## src/design/crs_pkg.sv

```systemverilog
// Purpose: Shared constants and types for channel range and scan control
// Assumes: Single 40 MHz clock, plain register port
// Notes:   Offsets are byte addresses on the plain port
package crs_pkg;

  // ****************************************
  // Register map
  // ****************************************
  localparam logic [7:0] CRS_ADDR_MODE   = 8'h00; // Bit0 auto-scan, bits 6:4 manual channel
  localparam logic [7:0] CRS_ADDR_SCANEN = 8'h04; // Auto-scan channel enables
  localparam logic [7:0] CRS_ADDR_STATUS = 8'h08; // Current channel, reference source
  localparam logic [7:0] CRS_ADDR_RANGE0 = 8'h10; // Range codes, one word per channel
  localparam logic [7:0] CRS_RANGE_STEP  = 8'h04;

  // ****************************************
  // Field layout and reset values
  // ****************************************
  localparam int         CRS_MODE_AUTO_BIT = 0;
  localparam int         CRS_MODE_CH_LSB   = 4;
  localparam int         CRS_STAT_REF_BIT  = 8;
  localparam int         CRS_RANGE_W       = 4;
  localparam logic [3:0] CRS_RANGE_RST     = 4'h0;

  // ****************************************
  // Range codes
  // ****************************************
  localparam logic [3:0] CRS_BIP_2P5    = 4'h0;
  localparam logic [3:0] CRS_BIP_1P25   = 4'h1;
  localparam logic [3:0] CRS_BIP_0P625  = 4'h2;
  localparam logic [3:0] CRS_BIP_0P3125 = 4'h3;
  localparam logic [3:0] CRS_BIP_0P156  = 4'hB;
  localparam logic [3:0] CRS_UNI_2P5    = 4'h5;
  localparam logic [3:0] CRS_UNI_1P25   = 4'h6;
  localparam logic [3:0] CRS_UNI_0P625  = 4'h7;
  localparam logic [3:0] CRS_UNI_0P3125 = 4'hF;

  // Gain step: 0 is x2.5 span, 4 is x0.15625 span
  typedef struct packed {
    logic       unipolar;
    logic [2:0] gainStep;
    logic       valid;
  } crs_gain_t;

  // Register port request
  typedef struct packed {
    logic [7:0]  addr;
    logic [31:0] wdata;
    logic        wr;
    logic        rd;
  } crs_req_t;

endpackage

```

## src/design/crs_top.sv

```systemverilog
// Purpose: Per-channel range codes, mux steering and reference selection
// Assumes: Chip-select arrives synchronous to ref_clk, active low
// Notes:   Gain and mux outputs are registered; range latches at frame start
`timescale 1ns/1ps
module crs_top
  import crs_pkg::*;
#(
  parameter int NUM_CH = 8
) (
  // Clock and reset
  input  wire logic                    ref_clk,
  input  wire logic                    rst,
  // Register port
  input  wire crs_req_t                regReq,
  output logic [31:0]                  regRdata,
  // Frame and strap
  input  wire logic                    csN,
  input  wire logic                    referenceSourceStrap,
  // Analog steering and scan count
  output logic [$clog2(NUM_CH)-1:0]    muxChannel,
  output crs_gain_t                    gainSetting,
  output logic                         internalRefEnable,
  output logic                         referenceInOutPinOe,
  output logic [7:0]                   scanCount
);

  localparam int CW = $clog2(NUM_CH);

  // Elaboration guard: the mux and the register map serve 4 or 8 inputs only
  if (NUM_CH != 4 && NUM_CH != 8) begin : g_badChannelCount
    $error("NUM_CH must be 4 or 8");
  end

  // ****************************************
  // State
  // ****************************************
  logic [CRS_RANGE_W-1:0] channelRangeCode [NUM_CH];
  logic                   autoScan;
  logic [CW-1:0]          manualChannelSelectCmd;
  logic [NUM_CH-1:0]      scanEnable;
  logic                   csPrev;
  logic                   csFall;
  logic [CW-1:0]          next_channel;
  logic [CW-1:0]          frameChannel;
  logic [7:0]             next_count;
  crs_gain_t              next_gain;

  assign csFall = csPrev & ~csN;

  // Chip-select history for edge detection
  always_ff @(posedge ref_clk or posedge rst) begin
    if (rst) begin
      csPrev <= 1'b1;
    end else begin
      csPrev <= csN;
    end
  end

  // ****************************************
  // Register writes
  // ****************************************
  always_ff @(posedge ref_clk or posedge rst) begin
    if (rst) begin
      for (int i = 0; i < NUM_CH; i++) begin
        channelRangeCode[i] <= CRS_RANGE_RST;
      end
      autoScan               <= 1'b0;
      manualChannelSelectCmd <= '0;
      scanEnable             <= '1;
    end else if (regReq.wr) begin
      if (regReq.addr == CRS_ADDR_MODE) begin
        autoScan               <= regReq.wdata[CRS_MODE_AUTO_BIT];
        manualChannelSelectCmd <= regReq.wdata[CRS_MODE_CH_LSB +: CW];
      end
      if (regReq.addr == CRS_ADDR_SCANEN) begin
        scanEnable <= regReq.wdata[NUM_CH-1:0];
      end
      for (int i = 0; i < NUM_CH; i++) begin
        if (regReq.addr == CRS_ADDR_RANGE0 + 8'(i) * CRS_RANGE_STEP) begin
          channelRangeCode[i] <= regReq.wdata[CRS_RANGE_W-1:0];
        end
      end
    end
  end

  // ****************************************
  // Channel sequencing
  // ****************************************
  // Next enabled channel above the current one, wrapping; stays put if none enabled
  always_comb begin
    next_channel = muxChannel;
    for (int k = NUM_CH - 1; k >= 1; k--) begin
      if (scanEnable[CW'((int'(muxChannel) + k) % NUM_CH)]) begin
        next_channel = CW'((int'(muxChannel) + k) % NUM_CH);
      end
    end
  end

  always_ff @(posedge ref_clk or posedge rst) begin
    if (rst) begin
      muxChannel <= '0;
    end else if (!autoScan) begin
      muxChannel <= manualChannelSelectCmd;
    end else if (csFall) begin
      muxChannel <= next_channel;
    end
  end

  // Enabled channel count in auto-scan, 1 in manual; host divides 500 kSPS by it for per-channel rate
  always_comb begin
    next_count = '0;
    for (int i = 0; i < NUM_CH; i++) begin
      next_count = next_count + 8'(scanEnable[i]);
    end
    if (!autoScan) begin
      next_count = 8'h01;
    end
  end

  always_ff @(posedge ref_clk or posedge rst) begin
    if (rst) begin
      scanCount <= 8'h01;
    end else begin
      scanCount <= next_count;
    end
  end

  // ****************************************
  // Gain decode
  // ****************************************
  // Latched only when a frame starts, so a mid-conversion write cannot disturb it
  always_comb begin
    next_gain = '{unipolar: 1'b0, gainStep: 3'h0, valid: 1'b1};
    unique case (channelRangeCode[frameChannel])
      CRS_BIP_2P5:    next_gain.gainStep = 3'h0;
      CRS_BIP_1P25:   next_gain.gainStep = 3'h1;
      CRS_BIP_0P625:  next_gain.gainStep = 3'h2;
      CRS_BIP_0P3125: next_gain.gainStep = 3'h3;
      CRS_BIP_0P156:  next_gain.gainStep = 3'h4;
      CRS_UNI_2P5:    next_gain = '{1'b1, 3'h0, 1'b1};
      CRS_UNI_1P25:   next_gain = '{1'b1, 3'h1, 1'b1};
      CRS_UNI_0P625:  next_gain = '{1'b1, 3'h2, 1'b1};
      CRS_UNI_0P3125: next_gain = '{1'b1, 3'h3, 1'b1};
      default:        next_gain.valid = 1'b0; // Reserved code: keep widest span
    endcase
  end

  // Channel whose frame is about to begin; a net so the checks see sampled values
  assign frameChannel = autoScan ? next_channel : manualChannelSelectCmd;

  always_ff @(posedge ref_clk or posedge rst) begin
    if (rst) begin
      gainSetting <= '{unipolar: 1'b0, gainStep: 3'h0, valid: 1'b1};
    end else if (csFall) begin
      gainSetting <= next_gain;
    end
  end

  // ****************************************
  // Reference selection
  // ****************************************
  always_ff @(posedge ref_clk or posedge rst) begin
    if (rst) begin
      internalRefEnable   <= 1'b0;
      referenceInOutPinOe <= 1'b0;
    end else begin
      internalRefEnable   <= ~referenceSourceStrap;
      referenceInOutPinOe <= ~referenceSourceStrap;
    end
  end

  // ****************************************
  // Register reads
  // ****************************************
  always_ff @(posedge ref_clk or posedge rst) begin
    if (rst) begin
      regRdata <= '0;
    end else begin
      regRdata <= '0;
      if (regReq.rd) begin
        if (regReq.addr == CRS_ADDR_MODE) begin
          regRdata[CRS_MODE_AUTO_BIT]           <= autoScan;
          regRdata[CRS_MODE_CH_LSB +: CW]       <= manualChannelSelectCmd;
        end
        if (regReq.addr == CRS_ADDR_SCANEN) begin
          regRdata[NUM_CH-1:0] <= scanEnable;
        end
        if (regReq.addr == CRS_ADDR_STATUS) begin
          regRdata[CW-1:0]             <= muxChannel;
          regRdata[CRS_STAT_REF_BIT]   <= referenceSourceStrap;
        end
        for (int i = 0; i < NUM_CH; i++) begin
          if (regReq.addr == CRS_ADDR_RANGE0 + 8'(i) * CRS_RANGE_STEP) begin
            regRdata[CRS_RANGE_W-1:0] <= channelRangeCode[i];
          end
        end
      end
    end
  end

  // Top channel word, so a stuck address decode on the far end shows up
  localparam logic [7:0] RANGE_LAST_ADDR = CRS_ADDR_RANGE0 + 8'(NUM_CH - 1) * CRS_RANGE_STEP;
endmodule

```

## config.mk

```make
export PLATFORM = sky130hd
export DESIGN_NAME = crs_top
export DESIGN_NICKNAME = d
export VERILOG_FILES = /design/src/design/crs_pkg.sv /design/src/design/crs_top.sv
export SDC_FILE = /design/constraint.sdc
export NUM_CORES = 1
export LEC_CHECK = 0
export BUFFER_PORTS_ARGS = -buffer_cell sky130_fd_sc_hd__buf_2
export CAP_MARGIN = 0
export CORE_MARGIN = 5
export CORE_UTILIZATION = 38
export CTS_CLUSTER_DIAMETER = 40
export DETAILED_ROUTE_END_ITERATION = 12
export SYNTH_ARGS = -nofsm -noshare
export SYNTH_HDL_FRONTEND = slang
export SYNTH_SLANG_ARGS = --single-unit
```

## constraint.sdc

```tcl
create_clock -name ref_clk -period 4.9 [get_ports ref_clk]
set_input_delay 0.49 -clock ref_clk [delete_from_list [all_inputs] [get_ports ref_clk]]
set_output_delay 0.49 -clock ref_clk [all_outputs]
set_load 0.005 [all_outputs]
```

After elaboration in Yosys (flattened, before gate mapping)
Cells that the tools add are included.
{ "totals": {"wordCells": 133, "register_bits": 71, "inputBits": 46, "out_inout_bits": 50} }
{ "op_classes": {"eq_ne": 19, "n_mux": 52, "n_lt_le_gt_ge": 8, "addsub": 14, "bitwise_logic": 4, "reduce_logical": 17} }
{ "op_table": {"columns": ["op", "n"], "rows": [
  ["$mux 4", 10],
  ["$mux 3", 12],
  ["$lt 3x5->1 const B", 7],
  ["$eq 8x5->1 const B", 4],
  ["$eq 8x6->1 const B", 4],
  ["$bmux 1 s3", 7],
  ["$reduce_and 2->1", 10],
  ["$mux 1", 18],
  ["$mux 8", 2],
  ["$add 3x3->3 const B", 4],
  ["$bmux 4 s3", 1],
  ["$eq 4x3->1 const B", 3],
  ["$pmux 3 s4", 1],
  ["$mux 9", 1],
  ["$reduce_or 9->1", 1],
  ["$add 7x1->8", 1],
  ["$eq 4x2->1 const B", 2],
  ["$eq 4x4->1 const B", 2],
  ["$eq 8x3->1 const B", 1],
  ["$eq 8x4->1 const B", 1],
  ["$logic_not 8->1", 1],
  ["$add 6x1->7", 1],
  ["$add 3x2->3 const B", 2],
  ["$add 5x1->6", 1],
  ["14 further kinds", 17]
]} }

Logic depth before layout (Yosys ltp)
{ "logic_depth": {"depth_word": 19, "mapped_depth": 17, "depth_no_buf": 12} }

Worst setup path before layout
OpenSTA, ideal clock, no wires.
{ "synth_path": {"kind": "reg2reg", "start": "reg muxChannel[1]", "end": "reg gainSetting[4] (netlist bit)", "slack_ns": 0.824, "setup_ns": 0.094, "path_stages_with_launch": 16, "path_buffers": 3, "arrival_ns": 3.982, "cell_sequence": "dfrtp_1 > clkbuf_1 > inv_1 > ha_1 > mux4_2 > nor2b_1 > a211o_1 > a2111oi_4 > o22a_4 > buf_12 > mux2_4 > a22oi_2 > and4_1 > buf_6 > a21oi_1 > a211oi_1"} }
{ "synth_between": {"elab_chain_cells": 19, "word_cells_on_any_way": 46, "cone_classes": "7 x add/sub; 4 x eq/ne; 33 x mux; 1 x bitwise; 1 x reduce/logical"} }
{ "synth_rtl": {"columns": ["item", "line_no", "source"], "rows": [
  ["start: declaration", "crs_top.sv:20", "output logic [$clog2(NUM_CH)-1:0] muxChannel,"],
  ["start signal: assignment", "crs_top.sv:103", "muxChannel <= manualChannelSelectCmd;"],
  ["start signal: assignment", "crs_top.sv:105", "muxChannel <= next_channel;"],
  ["$add 3x3->3", "crs_top.sv:93, crs_top.sv:94", null],
  ["$bmux 1 s3", "crs_top.sv:93", "if (scanEnable[CW'((int'(muxChannel) + k) % NUM_CH)]) begin"],
  ["$mux 1 (not written as such) (2 in series)", "crs_top.sv:93", null],
  ["$mux 3 (6 in series)", "crs_top.sv:93", null],
  ["$mux 3 (*)", "crs_top.sv:93", null],
  ["$mux 3 (*)", "crs_top.sv:149", "assign frameChannel = autoScan ? next_channel : manualChannelSelectCmd;"],
  ["$not 3->4 (not written as such) (*)", "crs_top.sv:134", "unique case (channelRangeCode[frameChannel])"],
  ["$bmux 4 s3 (*)", "crs_top.sv:134", null],
  ["$mux 4 (not written as such) (*) (2 in series)", "crs_top.sv:134", null],
  ["$eq 4x4->1 or $eq 4x3->1 (tied branches)", "crs_top.sv:134", null],
  ["$reduce_or 4->1 (no source line) (*)", null, null],
  ["$mux 1 (*)", "crs_top.sv:134", null],
  ["end signal: assignment", "crs_top.sv:153", "gainSetting <= '{unipolar: 1'b0, gainStep: 3'h0, valid: 1'b1};"],
  ["end signal: assignment", "crs_top.sv:155", "gainSetting <= next_gain;"],
  ["end: declaration", "crs_top.sv:21", "output crs_gain_t gainSetting,"]
]} }
Every way passes the cells marked *; elsewhere a longest branch is shown, timed or not. The select of a mux whose other input is x is not followed.
A chain may end at the register's enable or synchronous reset.

Worst setup path after layout
{ "layout_path": {"start": "reg muxChannel[0]", "end": "reg gainSetting[0] (netlist bit)"} }
{ "layout_between": {"elab_chain_cells": 19, "word_cells_on_any_way": 51, "cone_classes": "7 x add/sub; 8 x eq/ne; 33 x mux; 1 x bitwise; 2 x reduce/logical"} }
{ "layout_rtl": {"columns": ["item", "line_no"], "rows": [
  ["$add 3x3->3", "crs_top.sv:93, crs_top.sv:94"],
  ["$bmux 1 s3", "crs_top.sv:93"],
  ["$mux 1 (not written as such) (2 in series)", "crs_top.sv:93"],
  ["$mux 3 (6 in series)", "crs_top.sv:93"],
  ["$mux 3 (*)", "crs_top.sv:93"],
  ["$mux 3 (*)", "crs_top.sv:149"],
  ["$not 3->4 (not written as such) (*)", "crs_top.sv:134"],
  ["$bmux 4 s3 (*)", "crs_top.sv:134"],
  ["$mux 4 (not written as such) (*) (2 in series)", "crs_top.sv:134"],
  ["$eq 4x4->1, or another cell as far along", "crs_top.sv:134"],
  ["$reduce_or 9->1 (no source line) (*)", null],
  ["$mux 1 (*)", "crs_top.sv:134"]
]} }
Marked as above.

==> run metrics <==
largest net degree at the start of global routing=44; Worst VDD drop=179.9 uV; final setup skew=0.003878 ns; gr ovfl total=0; Die H=127.4 um; required time worst endpoint=around 5.2 ns; Via density=5.878; syn avg cell area=10.31 um2; post-route design area=5710 um2; layout cell share with drive strength beyond 1=30.09%; setup TNS=0 ns; Buffers on Ports=44; Post-synth EDFFs=0; Setup Buffers After CTS=0; synth-to-layout area growth=9.082%; fin. max-slew vios=0; Lkg Pwr=roughly 2.5 nW; total wire length=14.30 mm; vias in the first global route=4179; DP HPWL=10.67 mm; dpl cells=approximately 710; final count of hold timing violations=0; drt wl/cell=19.83 um; Hold-fix buffers, CTS=0; Overall Power=1.571 mW; Cell variety after synth=84; fin crit period=4.250 ns; Total Nets Final=slightly below 600; Die Area=16220 um2; worst-skew pair later-pin latency=0.33 ns; num rows=42; fmax=235.3 MHz; Tot GR Track Use=17.90%; first-pass GRT wire length=23.04 mm; Cells after Synth=508; yosys warns=0; CTS tree=yes; Worst Max-Slew Pin Slew=0.7534 ns; Top FF cell, synth=dfrtp_1; PD cells=275.0 nW/um2; htree depth=3; FF+latch count, synth=67; maxcap violations=0; HP Class=in2async; Placer Congestion=0.9163; Slew headroom=49.77%; Routed Antenna Nets=0; Die W=127.4 um; Layout fillers=1312; Worst setup EP type=flip-flop; final design utilization=between 40% and 50%; period utilization=approximately 87%; Fin Hold WS=0.1883 ns; RSZ-0062 raised after global routing=no; Reg clk slew, reported paths=0.05 ns; synthesized area=5235 um2; setup ws final=0.6502 ns; core area=13400 um2; drt first pass iters=6; Synth async-reset ratio=100.0%; clock sink total=67; Finished Layout Cells=between 700 and 800; Startpoint Class=flip-flop; initial drt markers=337; DR vias=4238; Clock Tree Buf Depth=2; # DRC=0; CP Class=reg2reg; area of placed instances=roughly 5400 um2; Setup-failing EPs final=0; # IOs=96; Arr. time, crit path=approximately 4.5 ns; CTS buffer count=9; n_diodes=0; critical path fanouts, max=13; pre-CTS setup slack=0.6485 ns; initial core utilization=39.07%; post_cts resized=0; status=finished clean; Seq/Total Area, Yosys=32.29%; initial antenna violation count=0; CTS root buf=clkbuf_16
-- per-layer routing --
layer  wire length [um]  track usage [%]
met4                394            6.625
met1               6246            24.88
met3               1001            4.132
met2               6654            27.25
met5                  0                0
-- flip-flops by register name, indices dropped and copies added, names as in the netlist --
signal and flops:
autoScan 1, gainSetting 5, muxChannel 3, channelRangeCode 32, manualChannelSelectCmd 3, regRdata 9, csPrev 1, referenceInOutPinOe 1
scanEnable 8, scanCount 4
-- cells in the final DEF, fill, tap and decap left out, types with 13 or more instances in the layout --
master and instances:
nor2_1 36, conb_1 27, a21oi_1 13, nand2_1 42
dfrtp_1 56, mux2i_1 39, buf_2 44, mux2_2 55
inv_1 17
-- worst paths after layout --
| check | start | endpoint | slack, ns | cells past startpoint |
|---|---|---|---|---|
| setup / recovery | muxChannel[0] | gainSetting[0] | 0.65 | 12 |
| hold / removal | rst | regRdata[8] | 0.19 | 2 |
| setup reg to reg | muxChannel[0] | gainSetting[0] | 0.65 | 12 |
| hold reg to reg | gainSetting[0] | gainSetting[0] | 0.46 | 2 |
| max in group asynchronous | rst | csPrev | 3.76 | 3 |
| min in group ref_clk | csN | csPrev | 0.27 | 1 |
-- final cells by class --
cell class | count | area (um2) | area share [%]
multi-input cells | 393 | 3183 | 55.74
repair buffers | 51 | 272.8 | 4.777
well taps | 176 | 220.2 | 3.856
flip-flops and latches | 67 | 1690 | 29.60
clock buffers | 13 | 260.3 | 4.557
clock inverters | 2 | 12.51 | 0.2191
inverters | 19 | 71.32 | 1.249
-- worst max-delay path, cell delays in order, from the launching register on --
cell,delay [ns]
dfrtp_1,0.36
inv_1,0.12
ha_1,0.37
mux4_2,0.58
mux2i_4,0.42
o211ai_1,0.20
a211o_1,0.36
o31ai_4,0.63
a221oi_1,0.22
o32ai_2,0.52
nand2b_1,0.18
a21oi_1,0.07
o21ai_1,0.14
-- cells by family after synthesis --
kind of cell             Yosys count  synth area share, %
AO/OA/AOI/OAI                    106                16.95
XOR/XNOR                           4                1.171
adder cells (fa/ha/maj)            9                2.725
buffers and inverters             74                8.771
flip-flops                        67                32.29
multiplexers                     109                25.10
other                              1              0.07163
AND/OR/NAND/NOR                  138                12.93
-- power by group --
group	internal (mW)	switching [mW]	total, mW
Combinational	0.149	0.198	0.347
Clock	0.366	0.226	0.593
Sequential	0.585	0.0459	0.631
Total	1.10	0.471	1.57
-- Yosys cell counts (7+ instances only) --
master / n / area share [%]
nand3_1: 9 / 0.86
clkbuf_1: 8 / 0.57
dfstp_2: 11 / 5.5
dfrtp_1: 56 / 27
nand2b_1: 8 / 0.96
nor3_1: 8 / 0.76
buf_4: 30 / 4.3
a21oi_1: 13 / 1.2
a22oi_1: 11 / 1.6
mux2_2: 55 / 12
o21ai_0: 7 / 0.67
nor2_1: 36 / 2.6
nand2_1: 42 / 3.0
inv_1: 18 / 1.3
mux4_2: 10 / 4.3
a221oi_1: 7 / 1.2
mux2i_1: 39 / 7.5
No activity file was read; power rests on OpenSTA's default activity.
